==> src/design/twal_pkg.sv <==
// Package for the thermal window alert logic: widths, field layouts,
// reset values and the carrier structs shared by the design files.
// Assumes temperatures arrive as 13-bit two's complement, 0.0625 C per LSB.
package twal_pkg;

    // ------------------------------------------------------------
    // Widths and counts
    // ------------------------------------------------------------
    localparam int TWAL_TEMP_W = 13;
    localparam logic [2:0] TWAL_FAULT_DEPTH = 3'h4;
    localparam logic [2:0] TWAL_FAULT_ONE = 3'h1;

    // ------------------------------------------------------------
    // Reset values of limits (same scale as the temperature)
    // ------------------------------------------------------------
    localparam logic [12:0] TWAL_RST_HYST = 13'h0020;
    localparam logic [12:0] TWAL_RST_LOW = 13'h00A0;
    localparam logic [12:0] TWAL_RST_HIGH = 13'h0400;
    localparam logic [12:0] TWAL_RST_CRIT = 13'h0500;

    // ------------------------------------------------------------
    // Configuration bit positions and reset value
    // ------------------------------------------------------------
    localparam int TWAL_CFG_SHDN = 0;
    localparam int TWAL_CFG_MODE = 1;
    localparam int TWAL_CFG_CPOL = 2;
    localparam int TWAL_CFG_IPOL = 3;
    localparam int TWAL_CFG_FQ = 4;
    localparam logic [4:0] TWAL_RST_CFG = 5'h00;

    // Interrupt mode values
    localparam logic TWAL_MODE_COMP = 1'b0;
    localparam logic TWAL_MODE_EVENT = 1'b1;

    // Limits carried together
    typedef struct packed {
        logic signed [12:0] hyst;
        logic signed [12:0] low;
        logic signed [12:0] high;
        logic signed [12:0] crit;
    } twal_limits_t;

    // Limit-exceeded flags
    typedef struct packed {
        logic crit;
        logic high;
        logic low;
    } twal_flags_t;

endpackage : twal_pkg

==> src/design/twal_fault_q.sv <==
// Consecutive-fault qualifier for one comparison.
// Assumes i_sample pulses once per new temperature result.
`timescale 1ns/100ps
module twal_fault_q
    import twal_pkg::*;
(
    input wire logic i_clk_sys, // System clock
    input wire logic i_rst_n, // Async reset, active low
    input wire logic i_ce, // Clock enable
    input wire logic i_clr, // Clear count and output
    input wire logic i_sample, // New result strobe
    input wire logic i_raw, // Raw condition of this result
    input wire logic i_fq_en, // Fault queue enabled
    output logic o_qual // Qualified condition
);

    typedef struct packed {
        logic [2:0] cnt;
        logic qual;
    } twal_fq_state_t;

    twal_fq_state_t st_ff;
    twal_fq_state_t nxt_st;

    // ------------------------------------------------------------
    // Count consecutive hits; a miss restarts the run
    // ------------------------------------------------------------
    always_comb begin
        nxt_st = st_ff;
        if (i_clr) begin
            nxt_st.cnt = 3'h0;
            nxt_st.qual = 1'b0;
        end else if (i_sample) begin
            if (!i_raw) begin
                nxt_st.cnt = 3'h0;
                nxt_st.qual = 1'b0;
            end else if (!i_fq_en) begin
                nxt_st.cnt = TWAL_FAULT_ONE;
                nxt_st.qual = 1'b1;
            end else begin
                // Saturate so a long excursion never wraps around
                if (st_ff.cnt < TWAL_FAULT_DEPTH) begin
                    nxt_st.cnt = st_ff.cnt + TWAL_FAULT_ONE;
                end
                nxt_st.qual = (st_ff.cnt + TWAL_FAULT_ONE) >= TWAL_FAULT_DEPTH;
            end
        end
    end

    always_ff @(posedge i_clk_sys or negedge i_rst_n) begin
        if (!i_rst_n) begin
            st_ff <= '0;
        end else if (i_ce) begin
            st_ff <= nxt_st;
        end
    end

    assign o_qual = st_ff.qual;

endmodule // twal_fault_q

==> src/design/twal_top.sv <==
// Thermal window alert logic: window interrupt, critical alarm, flags.
// Assumes temperature results and limits come from same-clock logic;
// the host read strobe and limit writes are one-cycle pulses.
//
// Overview of operation
// - The interrupt goes active whenever temperature leaves the window on either side.
// - Rising above the upper limit activates the interrupt and sets the high flag.
// - Falling below the lower limit activates the interrupt and sets the low flag.
// - In event mode, new limits that bring temperature inside give one more interrupt.
// - In comparator mode, new limits that bring temperature inside just drop it.
// - A critical event activates the separate critical alarm output.
// - Configuration bit one picks comparator (0) or event (1) mode, comparator at reset.
// - In event mode a host read deasserts the interrupt unless a new event sets it in that same cycle.
// - With the fault queue on, four consecutive out-of-limit results are needed.
// - Shutdown returns both alert outputs to inactive.
`timescale 1ns/100ps
module twal_top
    import twal_pkg::*;
(
    input wire logic i_clk_sys, // System clock, 25 MHz
    input wire logic i_rst_n, // Async reset, active low
    input wire logic i_ce, // Clock enable, freezes all state
    input wire logic i_sample, // New temperature result strobe
    input wire logic signed [12:0] i_temp, // Measured temperature
    input wire logic i_lim_we, // Limit write strobe
    input wire twal_limits_t i_lim_wdata, // Limits to write
    input wire logic i_cfg_we, // Configuration write strobe
    input wire logic [4:0] i_cfg_wdata, // Configuration to write
    input wire logic i_host_rd, // Any host read, one-cycle pulse
    output twal_limits_t o_limits, // Current limits
    output logic [4:0] o_cfg, // Current configuration
    output twal_flags_t o_flags, // Limit-exceeded flags
    output logic o_int_oe_n, // Interrupt pin enable, low drives
    output logic o_int_out, // Interrupt pin driven level
    output logic o_crit_oe_n, // Critical alarm enable, low drives
    output logic o_crit_out // Critical alarm driven level
);

    typedef struct packed {
        twal_limits_t lim;
        logic [4:0] cfg;
        logic above; // High side state with hysteresis
        logic below; // Low side state with hysteresis
        logic crit; // Critical state with hysteresis
        logic int_act; // Interrupt active
        logic int_out;
        logic int_oe_n;
        logic crit_out;
        logic crit_oe_n;
        logic recheck; // Limits changed, reevaluate next result
        logic fresh; // A result under the current limits just landed
    } twal_state_t;

    twal_state_t st_ff;
    twal_state_t nxt_st;

    logic shdn;
    logic ev_mode;
    logic fq_en;
    logic signed [13:0] t_ext;
    logic raw_hi;
    logic raw_lo;
    logic raw_cr;
    logic q_hi;
    logic q_lo;
    logic q_cr;
    logic eval;
    logic in_win_q;
    logic was_out;

    assign shdn = st_ff.cfg[TWAL_CFG_SHDN];
    assign ev_mode = (st_ff.cfg[TWAL_CFG_MODE] == TWAL_MODE_EVENT);
    assign fq_en = st_ff.cfg[TWAL_CFG_FQ];
    assign t_ext = 14'(i_temp);

    // ------------------------------------------------------------
    // Hysteresis comparisons; widened to avoid overflow at the ends
    // ------------------------------------------------------------
    always_comb begin
        // Once tripped, a side releases only past the limit by hysteresis
        raw_hi = st_ff.above ? (t_ext > 14'(st_ff.lim.high) - 14'(st_ff.lim.hyst))
                             : (t_ext > 14'(st_ff.lim.high));
        raw_lo = st_ff.below ? (t_ext < 14'(st_ff.lim.low) + 14'(st_ff.lim.hyst))
                             : (t_ext < 14'(st_ff.lim.low));
        raw_cr = st_ff.crit ? (t_ext > 14'(st_ff.lim.crit) - 14'(st_ff.lim.hyst))
                            : (t_ext > 14'(st_ff.lim.crit));
    end

    // Conversions stop in shutdown, so results are ignored there
    assign eval = i_sample && !shdn;

    // ------------------------------------------------------------
    // One fault qualifier per comparison
    // ------------------------------------------------------------
    twal_fault_q u_fq_hi (
        .i_clk_sys(i_clk_sys),
        .i_rst_n(i_rst_n),
        .i_ce(i_ce),
        .i_clr(shdn),
        .i_sample(eval),
        .i_raw(raw_hi),
        .i_fq_en(fq_en),
        .o_qual(q_hi)
    );

    twal_fault_q u_fq_lo (
        .i_clk_sys(i_clk_sys),
        .i_rst_n(i_rst_n),
        .i_ce(i_ce),
        .i_clr(shdn),
        .i_sample(eval),
        .i_raw(raw_lo),
        .i_fq_en(fq_en),
        .o_qual(q_lo)
    );

    twal_fault_q u_fq_cr (
        .i_clk_sys(i_clk_sys),
        .i_rst_n(i_rst_n),
        .i_ce(i_ce),
        .i_clr(shdn),
        .i_sample(eval),
        .i_raw(raw_cr),
        .i_fq_en(fq_en),
        .o_qual(q_cr)
    );

    assign was_out = st_ff.above || st_ff.below;
    assign in_win_q = !q_hi && !q_lo;

    // ------------------------------------------------------------
    // Alert state; qualified states update the cycle after a result
    // ------------------------------------------------------------
    always_comb begin
        nxt_st = st_ff;
        if (i_lim_we) begin
            nxt_st.lim = i_lim_wdata;
            nxt_st.recheck = 1'b1;
        end
        if (i_cfg_we) begin
            nxt_st.cfg = i_cfg_wdata;
        end
        nxt_st.above = q_hi;
        nxt_st.below = q_lo;
        nxt_st.crit = q_cr;
        if (ev_mode) begin
            // Event mode: edges set it, host read clears it; set wins
            if (i_host_rd) begin
                nxt_st.int_act = 1'b0;
            end
            if ((q_hi && !st_ff.above) || (q_lo && !st_ff.below)) begin
                nxt_st.int_act = 1'b1;
            end
            // First result after new limits: was outside, now inside
            if (st_ff.recheck && st_ff.fresh && was_out && in_win_q) begin
                nxt_st.int_act = 1'b1;
            end
        end else begin
            // Comparator mode: follows the out-of-window state only
            nxt_st.int_act = q_hi || q_lo;
        end
        // Qualifiers only move on a result, so recheck waits for one
        nxt_st.fresh = eval && !i_lim_we;
        if (st_ff.recheck && st_ff.fresh && !i_lim_we) begin
            nxt_st.recheck = 1'b0;
        end
        if (shdn) begin
            nxt_st.int_act = 1'b0;
            nxt_st.above = 1'b0;
            nxt_st.below = 1'b0;
            nxt_st.crit = 1'b0;
            nxt_st.recheck = 1'b0;
        end
        // Polarity bits choose the asserted level of each pin
        nxt_st.int_out = nxt_st.int_act ~^ nxt_st.cfg[TWAL_CFG_IPOL];
        nxt_st.int_oe_n = nxt_st.int_out;
        nxt_st.crit_out = nxt_st.crit ~^ nxt_st.cfg[TWAL_CFG_CPOL];
        nxt_st.crit_oe_n = nxt_st.crit_out;
    end

    always_ff @(posedge i_clk_sys or negedge i_rst_n) begin
        if (!i_rst_n) begin
            st_ff.lim <= '{hyst: TWAL_RST_HYST, low: TWAL_RST_LOW,
                           high: TWAL_RST_HIGH, crit: TWAL_RST_CRIT};
            st_ff.cfg <= TWAL_RST_CFG;
            st_ff.above <= 1'b0;
            st_ff.below <= 1'b0;
            st_ff.crit <= 1'b0;
            st_ff.int_act <= 1'b0;
            st_ff.int_out <= 1'b1;
            st_ff.int_oe_n <= 1'b1;
            st_ff.crit_out <= 1'b1;
            st_ff.crit_oe_n <= 1'b1;
            st_ff.recheck <= 1'b0;
            st_ff.fresh <= 1'b0;
        end else if (i_ce) begin
            st_ff <= nxt_st;
        end
    end

    assign o_limits = st_ff.lim;
    assign o_cfg = st_ff.cfg;
    assign o_flags = '{crit: st_ff.crit, high: st_ff.above, low: st_ff.below};
    assign o_int_out = st_ff.int_out;
    assign o_int_oe_n = st_ff.int_oe_n;
    assign o_crit_out = st_ff.crit_out;
    assign o_crit_oe_n = st_ff.crit_oe_n;

    // ------------------------------------------------------------
    // Checks
    // ------------------------------------------------------------
    shdn_quiet_a: assert property (@(posedge i_clk_sys) disable iff (!i_rst_n)
        (i_ce && shdn) |=> (!st_ff.int_act && !st_ff.crit))
        else $error("alert active after shutdown");

    comp_follow_a: assert property (@(posedge i_clk_sys) disable iff (!i_rst_n)
        (i_ce && !ev_mode && !shdn) |=> (st_ff.int_act == $past(q_hi || q_lo)))
        else $error("comparator interrupt not following window");

    read_clear_a: assert property (@(posedge i_clk_sys) disable iff (!i_rst_n)
        (i_ce && ev_mode && i_host_rd && !shdn && !st_ff.recheck
         && !(q_hi && !st_ff.above) && !(q_lo && !st_ff.below)) |=> !st_ff.int_act)
        else $error("read did not clear event interrupt");

    high_edge_a: assert property (@(posedge i_clk_sys) disable iff (!i_rst_n)
        (i_ce && !shdn && q_hi && !st_ff.above) |=> (st_ff.int_act && o_flags.high))
        else $error("high crossing missed");

    low_edge_a: assert property (@(posedge i_clk_sys) disable iff (!i_rst_n)
        (i_ce && !shdn && q_lo && !st_ff.below) |=> (st_ff.int_act && o_flags.low))
        else $error("low crossing missed");

    crit_pin_a: assert property (@(posedge i_clk_sys) disable iff (!i_rst_n)
        (o_crit_out == (st_ff.crit ~^ st_ff.cfg[TWAL_CFG_CPOL])))
        else $error("critical pin level wrong");

    crit_follow_a: assert property (@(posedge i_clk_sys) disable iff (!i_rst_n)
        (i_ce && !shdn) |=> (st_ff.crit == $past(q_cr)))
        else $error("critical alarm not comparator");

    int_pin_a: assert property (@(posedge i_clk_sys) disable iff (!i_rst_n)
        (o_int_out == (st_ff.int_act ~^ st_ff.cfg[TWAL_CFG_IPOL])))
        else $error("interrupt pin level wrong");

    back_in_a: assert property (@(posedge i_clk_sys) disable iff (!i_rst_n)
        (i_ce && ev_mode && !shdn && st_ff.recheck && st_ff.fresh && was_out && in_win_q)
        |=> st_ff.int_act)
        else $error("return to window not signalled");

    mode_reset_a: assert property (@(posedge i_clk_sys) disable iff (!i_rst_n)
        $rose(i_rst_n) |-> (st_ff.cfg[TWAL_CFG_MODE] == TWAL_MODE_COMP))
        else $error("mode not comparator after reset");

endmodule // twal_top

==> config.mk <==
export PLATFORM = sky130hd
export DESIGN_NAME = twal_top
export DESIGN_NICKNAME = d
export VERILOG_FILES = /design/src/design/twal_pkg.sv /design/src/design/twal_fault_q.sv /design/src/design/twal_top.sv
export SDC_FILE = /design/constraint.sdc
export NUM_CORES = 1
export LEC_CHECK = 0
export BUFFER_PORTS_ARGS = -buffer_cell sky130_fd_sc_hd__buf_2
export CAP_MARGIN = 0
export CORE_MARGIN = 3
export CORE_UTILIZATION = 46
export DETAILED_ROUTE_END_ITERATION = 8
export PLACE_DENSITY = 0.7
export SKIP_LAST_GASP = 1
export SLEW_MARGIN = 10
export SYNTH_ARGS = -nofsm -noshare
export SYNTH_HDL_FRONTEND = slang
export SYNTH_SLANG_ARGS = --single-unit
==> constraint.sdc <==
create_clock -name i_clk_sys -period 3.6 [get_ports i_clk_sys]
set_input_delay 0.18 -clock i_clk_sys [delete_from_list [all_inputs] [get_ports i_clk_sys]]
set_output_delay 0.18 -clock i_clk_sys [all_outputs]
set_load 0.05 [all_outputs]
-- Word-level counts from Yosys, hierarchy flattened
Index checks and enable logic that the tools add are counted.
- register bits: 77
- latch bits: 0
- memory bits (writable): 0
- bits in read-only memories: 0
- output and inout port bits: 64
- word-level logic and storage cells: 97
- memories kept: 0
- add/sub/neg operators: 6
- multipliers: 0
- divide/modulo/power cells: 0
- $lt $le $gt $ge: 12
- eq/ne operators: 3
- shift-type cells: 0
- muxes and demuxes: 27
- bitwise gates (word level): 2
- reductions and logical operators: 27
- operators by type and width (kind ; number):
    $mux 4 ; 14
    $gt 13x14->1 ; 2
    $sub 13x13->14 ; 2
    $gt 13x13->1 ; 2
    $add 13x13->14 ; 1
    $lt 13x14->1 ; 1
    $lt 13x13->1 ; 1
    $ne 4x4->1 const B ; 3
    $mux 1 ; 10
    $add 3x1->3 const B ; 3
    $ge 3x3->1 const B ; 3
    $logic_and 1x1->1 ; 9
    $lt 3x3->1 const B ; 3
    $mux 3 ; 3
    $reduce_and 3->1 ; 3
    $reduce_and 2->1 ; 4
    $logic_not 1->1 ; 6
    $logic_or 1x1->1 ; 3
    $reduce_bool 3->1 ; 1
    $reduce_bool 2->1 ; 1
    $xnor 1x1->1 ; 2

-- Longest topological paths before layout
- word-level depth: 8
- gate-level depth with buffers: 16
- depth with buffers taken out: 16

-- Modules after synthesis
Synthesis repeated with hierarchy kept, for this count alone.
- cells, all modules: 803
- area total of the unflattened synthesis: 7400.8 µm²
- modules (own cells, without submodules) (module ; instances ; cells an instance ; area an instance (µm²) ; seq. area each (µm²)):
    twal_top ; 1 ; 725 ; 6698.9 ; 1636.6
    twal_fault_q ; 3 ; 26 ; 234.0 ; 100.1

-- Least setup slack after synthesis
No wires, ideal clock.
- kind: register to register
- start point: register st_ff (netlist bit o_limits[40])
- end point: register u_fq_hi.st_ff[1] (netlist name)
- data arrival time: 3.355 ns
- required time: 3.506 ns
- slack: 0.151 ns
- stages on the path, launching flop included: 16
- buffers on the path: 0
- clock period less this slack: 3.449 ns
- cells stage by stage: dfrtp_1 > inv_1 > ha_1 > nor2b_1 > o21ai_0 > a21oi_1 > o311a_1 > o21bai_1 > a31oi_1 > ha_1 > and4_1 > nand2_2 > a311o_1 > a31o_1 > a2bb2oi_2 > a221oi_2
- longest elaborated chain between the ends: 6
- elaborated cells on any way between the ends: 8
- RTL lines (element ; line ; RTL):
    start: declaration ; twal_top.sv:54 ; twal_state_t st_ff;
    start signal: assignment ; twal_top.sv:197 ; st_ff <= nxt_st;
    $sub 13x13->14 (*) ; twal_top.sv:81 ; raw_hi = st_ff.above ? (t_ext > 14'(st_ff.lim.high) - 14'(st_ff.lim.hyst))
    $gt 13x14->1 (*) ; twal_top.sv:81 ;
    $mux 1 (*) ; twal_top.sv:81 ;
    $mux 4 ; twal_fault_q.sv:34 ; if (!i_raw) begin
    $mux 4 ; twal_fault_q.sv:33 ; end else if (i_sample) begin
    $mux 4 ; twal_fault_q.sv:30 ; if (i_clr) begin
    end signal: assignment ; twal_fault_q.sv:54 ; st_ff <= nxt_st;
    end: declaration ; twal_fault_q.sv:22 ; twal_fq_state_t st_ff;
Mark *: on every way between the ends. The rest lies on a longest branch, timed or not. The select of a mux whose other input is x is not followed.
A chain may end at the register's enable or synchronous reset.

-- Worst setup path in the final report
- start point: register st_ff (netlist bit o_limits[42])
- end point: register u_fq_hi.st_ff[1] (netlist name)
The elaborated chain is that of the path after synthesis.

==> metrics <==
Async SR Flop Fraction=1.00; WP data arrival=3.77 ns; max cap viols=0; area of the core=15300 µm²; Post-route DRC=0; # diodes=0; Routed Antenna Nets=0; final WL=17.8 mm; vias in the first global route=approximately 5800; gpl congestion=0.903; Top delay family on crit path=compound AO/OA/AOI/OAI gates; number of placement rows=45; design area=8310 µm²; Final nets=1079; area share of the largest cell type after synthesis=0.238; Fin Hold WS=-0.0199 ns; post-synth cell types=66; post-detailed-placement half-perimeter wirelength=approximately 14 mm; placed insts=1073; Mapped Area=~7300 µm²; Placed Area=7810 µm²; initial antenna violation count=0; storage element area=1940 µm²; Mapped Cells=783; maximum fanout along the worst path=4; CTS H-tree lvls=3; leading register cell type out of synthesis=dfrtp_1; Final period util=0.975; area leader, netlist=dfrtp_1; hold_buf cts=0; largest net degree at the start of global routing=78; Final Util=0.542; area of the multi-input gates=4640 µm²; total track usage=0.203; Filler cells=1472; WL/cell=16.2 µm; slew margin rel.=0.335; grt ovf=0; PwrDens=579 nW/µm²; clk buf depth=2; Max stage delay cell, worst path=dfrtp_1; worst path required time=3.86 ns; via count=roughly 6000; Ports=141; Setup crit end kind=flip-flop; TritonCTS buffer count=9; Final WS setup=0.0917 ns; Slew Viols, Final=0; most frequent CP cell=ha_1; fraction of layout cells with a size suffix above 1=0.321; CTS tree=done; Layout Cells excl Fill=between 1000 and 1500; DRT iter0 DRCs=190; Die H=132 µm; Die W=between 100 and 150 µm; CP cell instances=inv_1 -> ha_1 -> o21ai_0 -> a21oi_2 -> o311a_1 -> o21bai_1 -> a31oi_1 -> ha_1 -> and4_4 -> nand2_2 -> a311o_1 -> a31o_1 -> a2bb2oi_2 -> a221oi_2; Avg Vias per Cell=5.37; Worst Max-Slew Pin Slew=~1 ns; LEAKAGE=4.13 nW; first-pass GRT wire length=28.6 mm; worst skew pair latency=0.35 ns; unrepaired setup endpoints after global routing=yes; FF+latch count, synth=77; crit path kind=reg2reg; clk sinks=between 70 and 80; Detailed Routing Iterations Pass 1=4; top cells by area, synth=dfrtp_1 (24%), ha_1 (21%), mux2_2 (9.1%), buf_4 (6.4%), inv_1 (4.1%); crit path time final=3.51 ns; buffer and inverter count on the worst path=1; CP max stage delay=0.41 ns; Place WS=-0.111 ns; Worst setup SP type=flip-flop; Yosys warning count=0; final hold vios=19; Hold/Removal Path Class=in2async; Synth Net Count=984; status=finished with violations; Setup-failing EPs final=0; violated checks=negative hold slack; initial core utilization=0.475; die area=17300 µm²; # port buffers=140; Mean Syn Cell Area=9.28 µm²; maximum vdd drop=246 µV; Syn-to-layout area delta=14.3%; fmax=between 0.2 and 0.3 GHz; sequential fraction of the synthesis area=0.266; clock-pin slew on the worst setup and hold paths=approximately 0.060 ns; Post-synth EDFFs=0; root buf cell=clkbuf_16; Final Skew=0.00997 ns
[worst paths after layout]
path	startpoint	end	slack (ns)	depth (start not counted)
worst min-delay path	i_rst_n	o_limits[14]	-0.02	1
min in group i_clk_sys	i_lim_wdata[37]	o_limits[37]	0.06	2
worst min register to register	u_fq_cr.o_qual	u_fq_cr.o_qual	0.50	2
worst max-delay path	o_limits[42]	u_fq_hi.st_ff[1]	0.09	14
worst max register to register	o_limits[42]	u_fq_hi.st_ff[1]	0.09	14
max in group asynchronous	i_rst_n	o_limits[29]	2.95	1
[cells in the final DEF, fill, tap and decap left out, drive strengths merged, types with 7 or more instances in the layout]
| cell | netlist | final |
|---|---|---|
| dfstp | 8 | 8 |
| inv | 79 | 79 |
| o21ai | 37 | 37 |
| o31ai | 7 | 7 |
| nand2 | 37 | 37 |
| a21oi | 44 | 44 |
| nor3 | 12 | 12 |
| dfrtp | 69 | 69 |
| xor2 | 21 | 21 |
| nor2 | 40 | 40 |
| mux2 | 59 | 59 |
| nand4 | 10 | 10 |
| clkbuf | 9 | 11 |
| nand2b | 11 | 11 |
| nand3 | 16 | 16 |
| o21a | 14 | 14 |
| xnor2 | 10 | 10 |
| ha | 121 | 121 |
| a21o | 18 | 18 |
| nor2b | 10 | 10 |
| buf | 64 | 157 |
[registers in the layout, indices dropped and copies added, names as in the netlist]
| signal | cells |
|---|---|
| o_cfg | 5 |
| o_crit_oe_n | 1 |
| o_flags | 3 |
| o_int_oe_n | 1 |
| o_limits | 52 |
| st_ff | 3 |
| u_fq_cr.o_qual | 1 |
| u_fq_cr.st_ff | 3 |
| u_fq_hi.o_qual | 1 |
| u_fq_hi.st_ff | 3 |
| u_fq_lo.o_qual | 1 |
| u_fq_lo.st_ff | 3 |
[cell type report]
type | instances | area share
clock inverters | 4 | 0.0117
well taps | 211 | 0.0318
flip-flops and latches | 77 | 0.233
inverters | 79 | 0.0357
multi-input cells | 554 | 0.558
clock buffers | 11 | 0.0292
repair buffers | 157 | 0.100
[Yosys cell counts (all sizes together), types with 3 or more instances]
library cell,n
xnor2,10
a221oi,3
or3,3
o211ai,5
nor3,12
fa,3
a211oi,6
and3,5
o21a,14
a31oi,3
ha,121
nor2,40
or2,5
nand3b,3
o21bai,3
nand4,10
nand2,37
o31ai,7
nor2b,10
a21oi,44
inv,79
a311oi,3
buf,64
a21o,18
dfrtp,69
nand2b,11
a21boi,6
nand3,16
mux2,59
o22ai,4
o21ai,37
xor2,21
o22a,3
dfstp,8
clkbuf,9
[cells by family (layout without fill, tap and decap cells)]
kind of cell,after synthesis,after routing,synth area share
compound gates,177,177,0.162
xor+xnor,31,31,0.0373
fa+ha+maj,124,124,0.217
buf+inv,152,251,0.112
flops,77,77,0.266
mux,61,61,0.0941
simple gates,161,161,0.111
[through the flow]
stage                     power [mW]  TNS, ns  hold slack (ns)
after floorplan                 3.17        0           -0.116
after global placement          3.60        0            0.412
after detailed placement        3.64   -0.501            0.407
after CTS                       4.74        0           0.0418
after global routing            5.18   -0.391           0.0567
final                           4.81        0          -0.0199
[timing repair]
action	4_1_cts	5_1_grt
pin swaps	3	21
hold endpoints to repair	0	0
resized for setup	6	34
buffers inserted	0	5
endpoints found under the setup margin	8	12
[layer usage]
layer / wire [µm] / part of all wire / track usage / vias up
met1: 7900 / 0.44 / 0.261 / 2786
met5: 0 / 0 / 0 / -
met2: 8580 / 0.48 / 0.347 / 123
met3: 1020 / 0.058 / 0.0467 / 15
li1: - / - / - / 2941
met4: 247 / 0.014 / 0.0508 / 0
[report_power, final]
group	internal [mW]	switching [mW]	leakage [nW]
clock	0.693	0.370	0.162
sequential	1.01	0.168	0.924
combinational	1.05	1.52	3.04
Power figures use the tool's default switching activity.
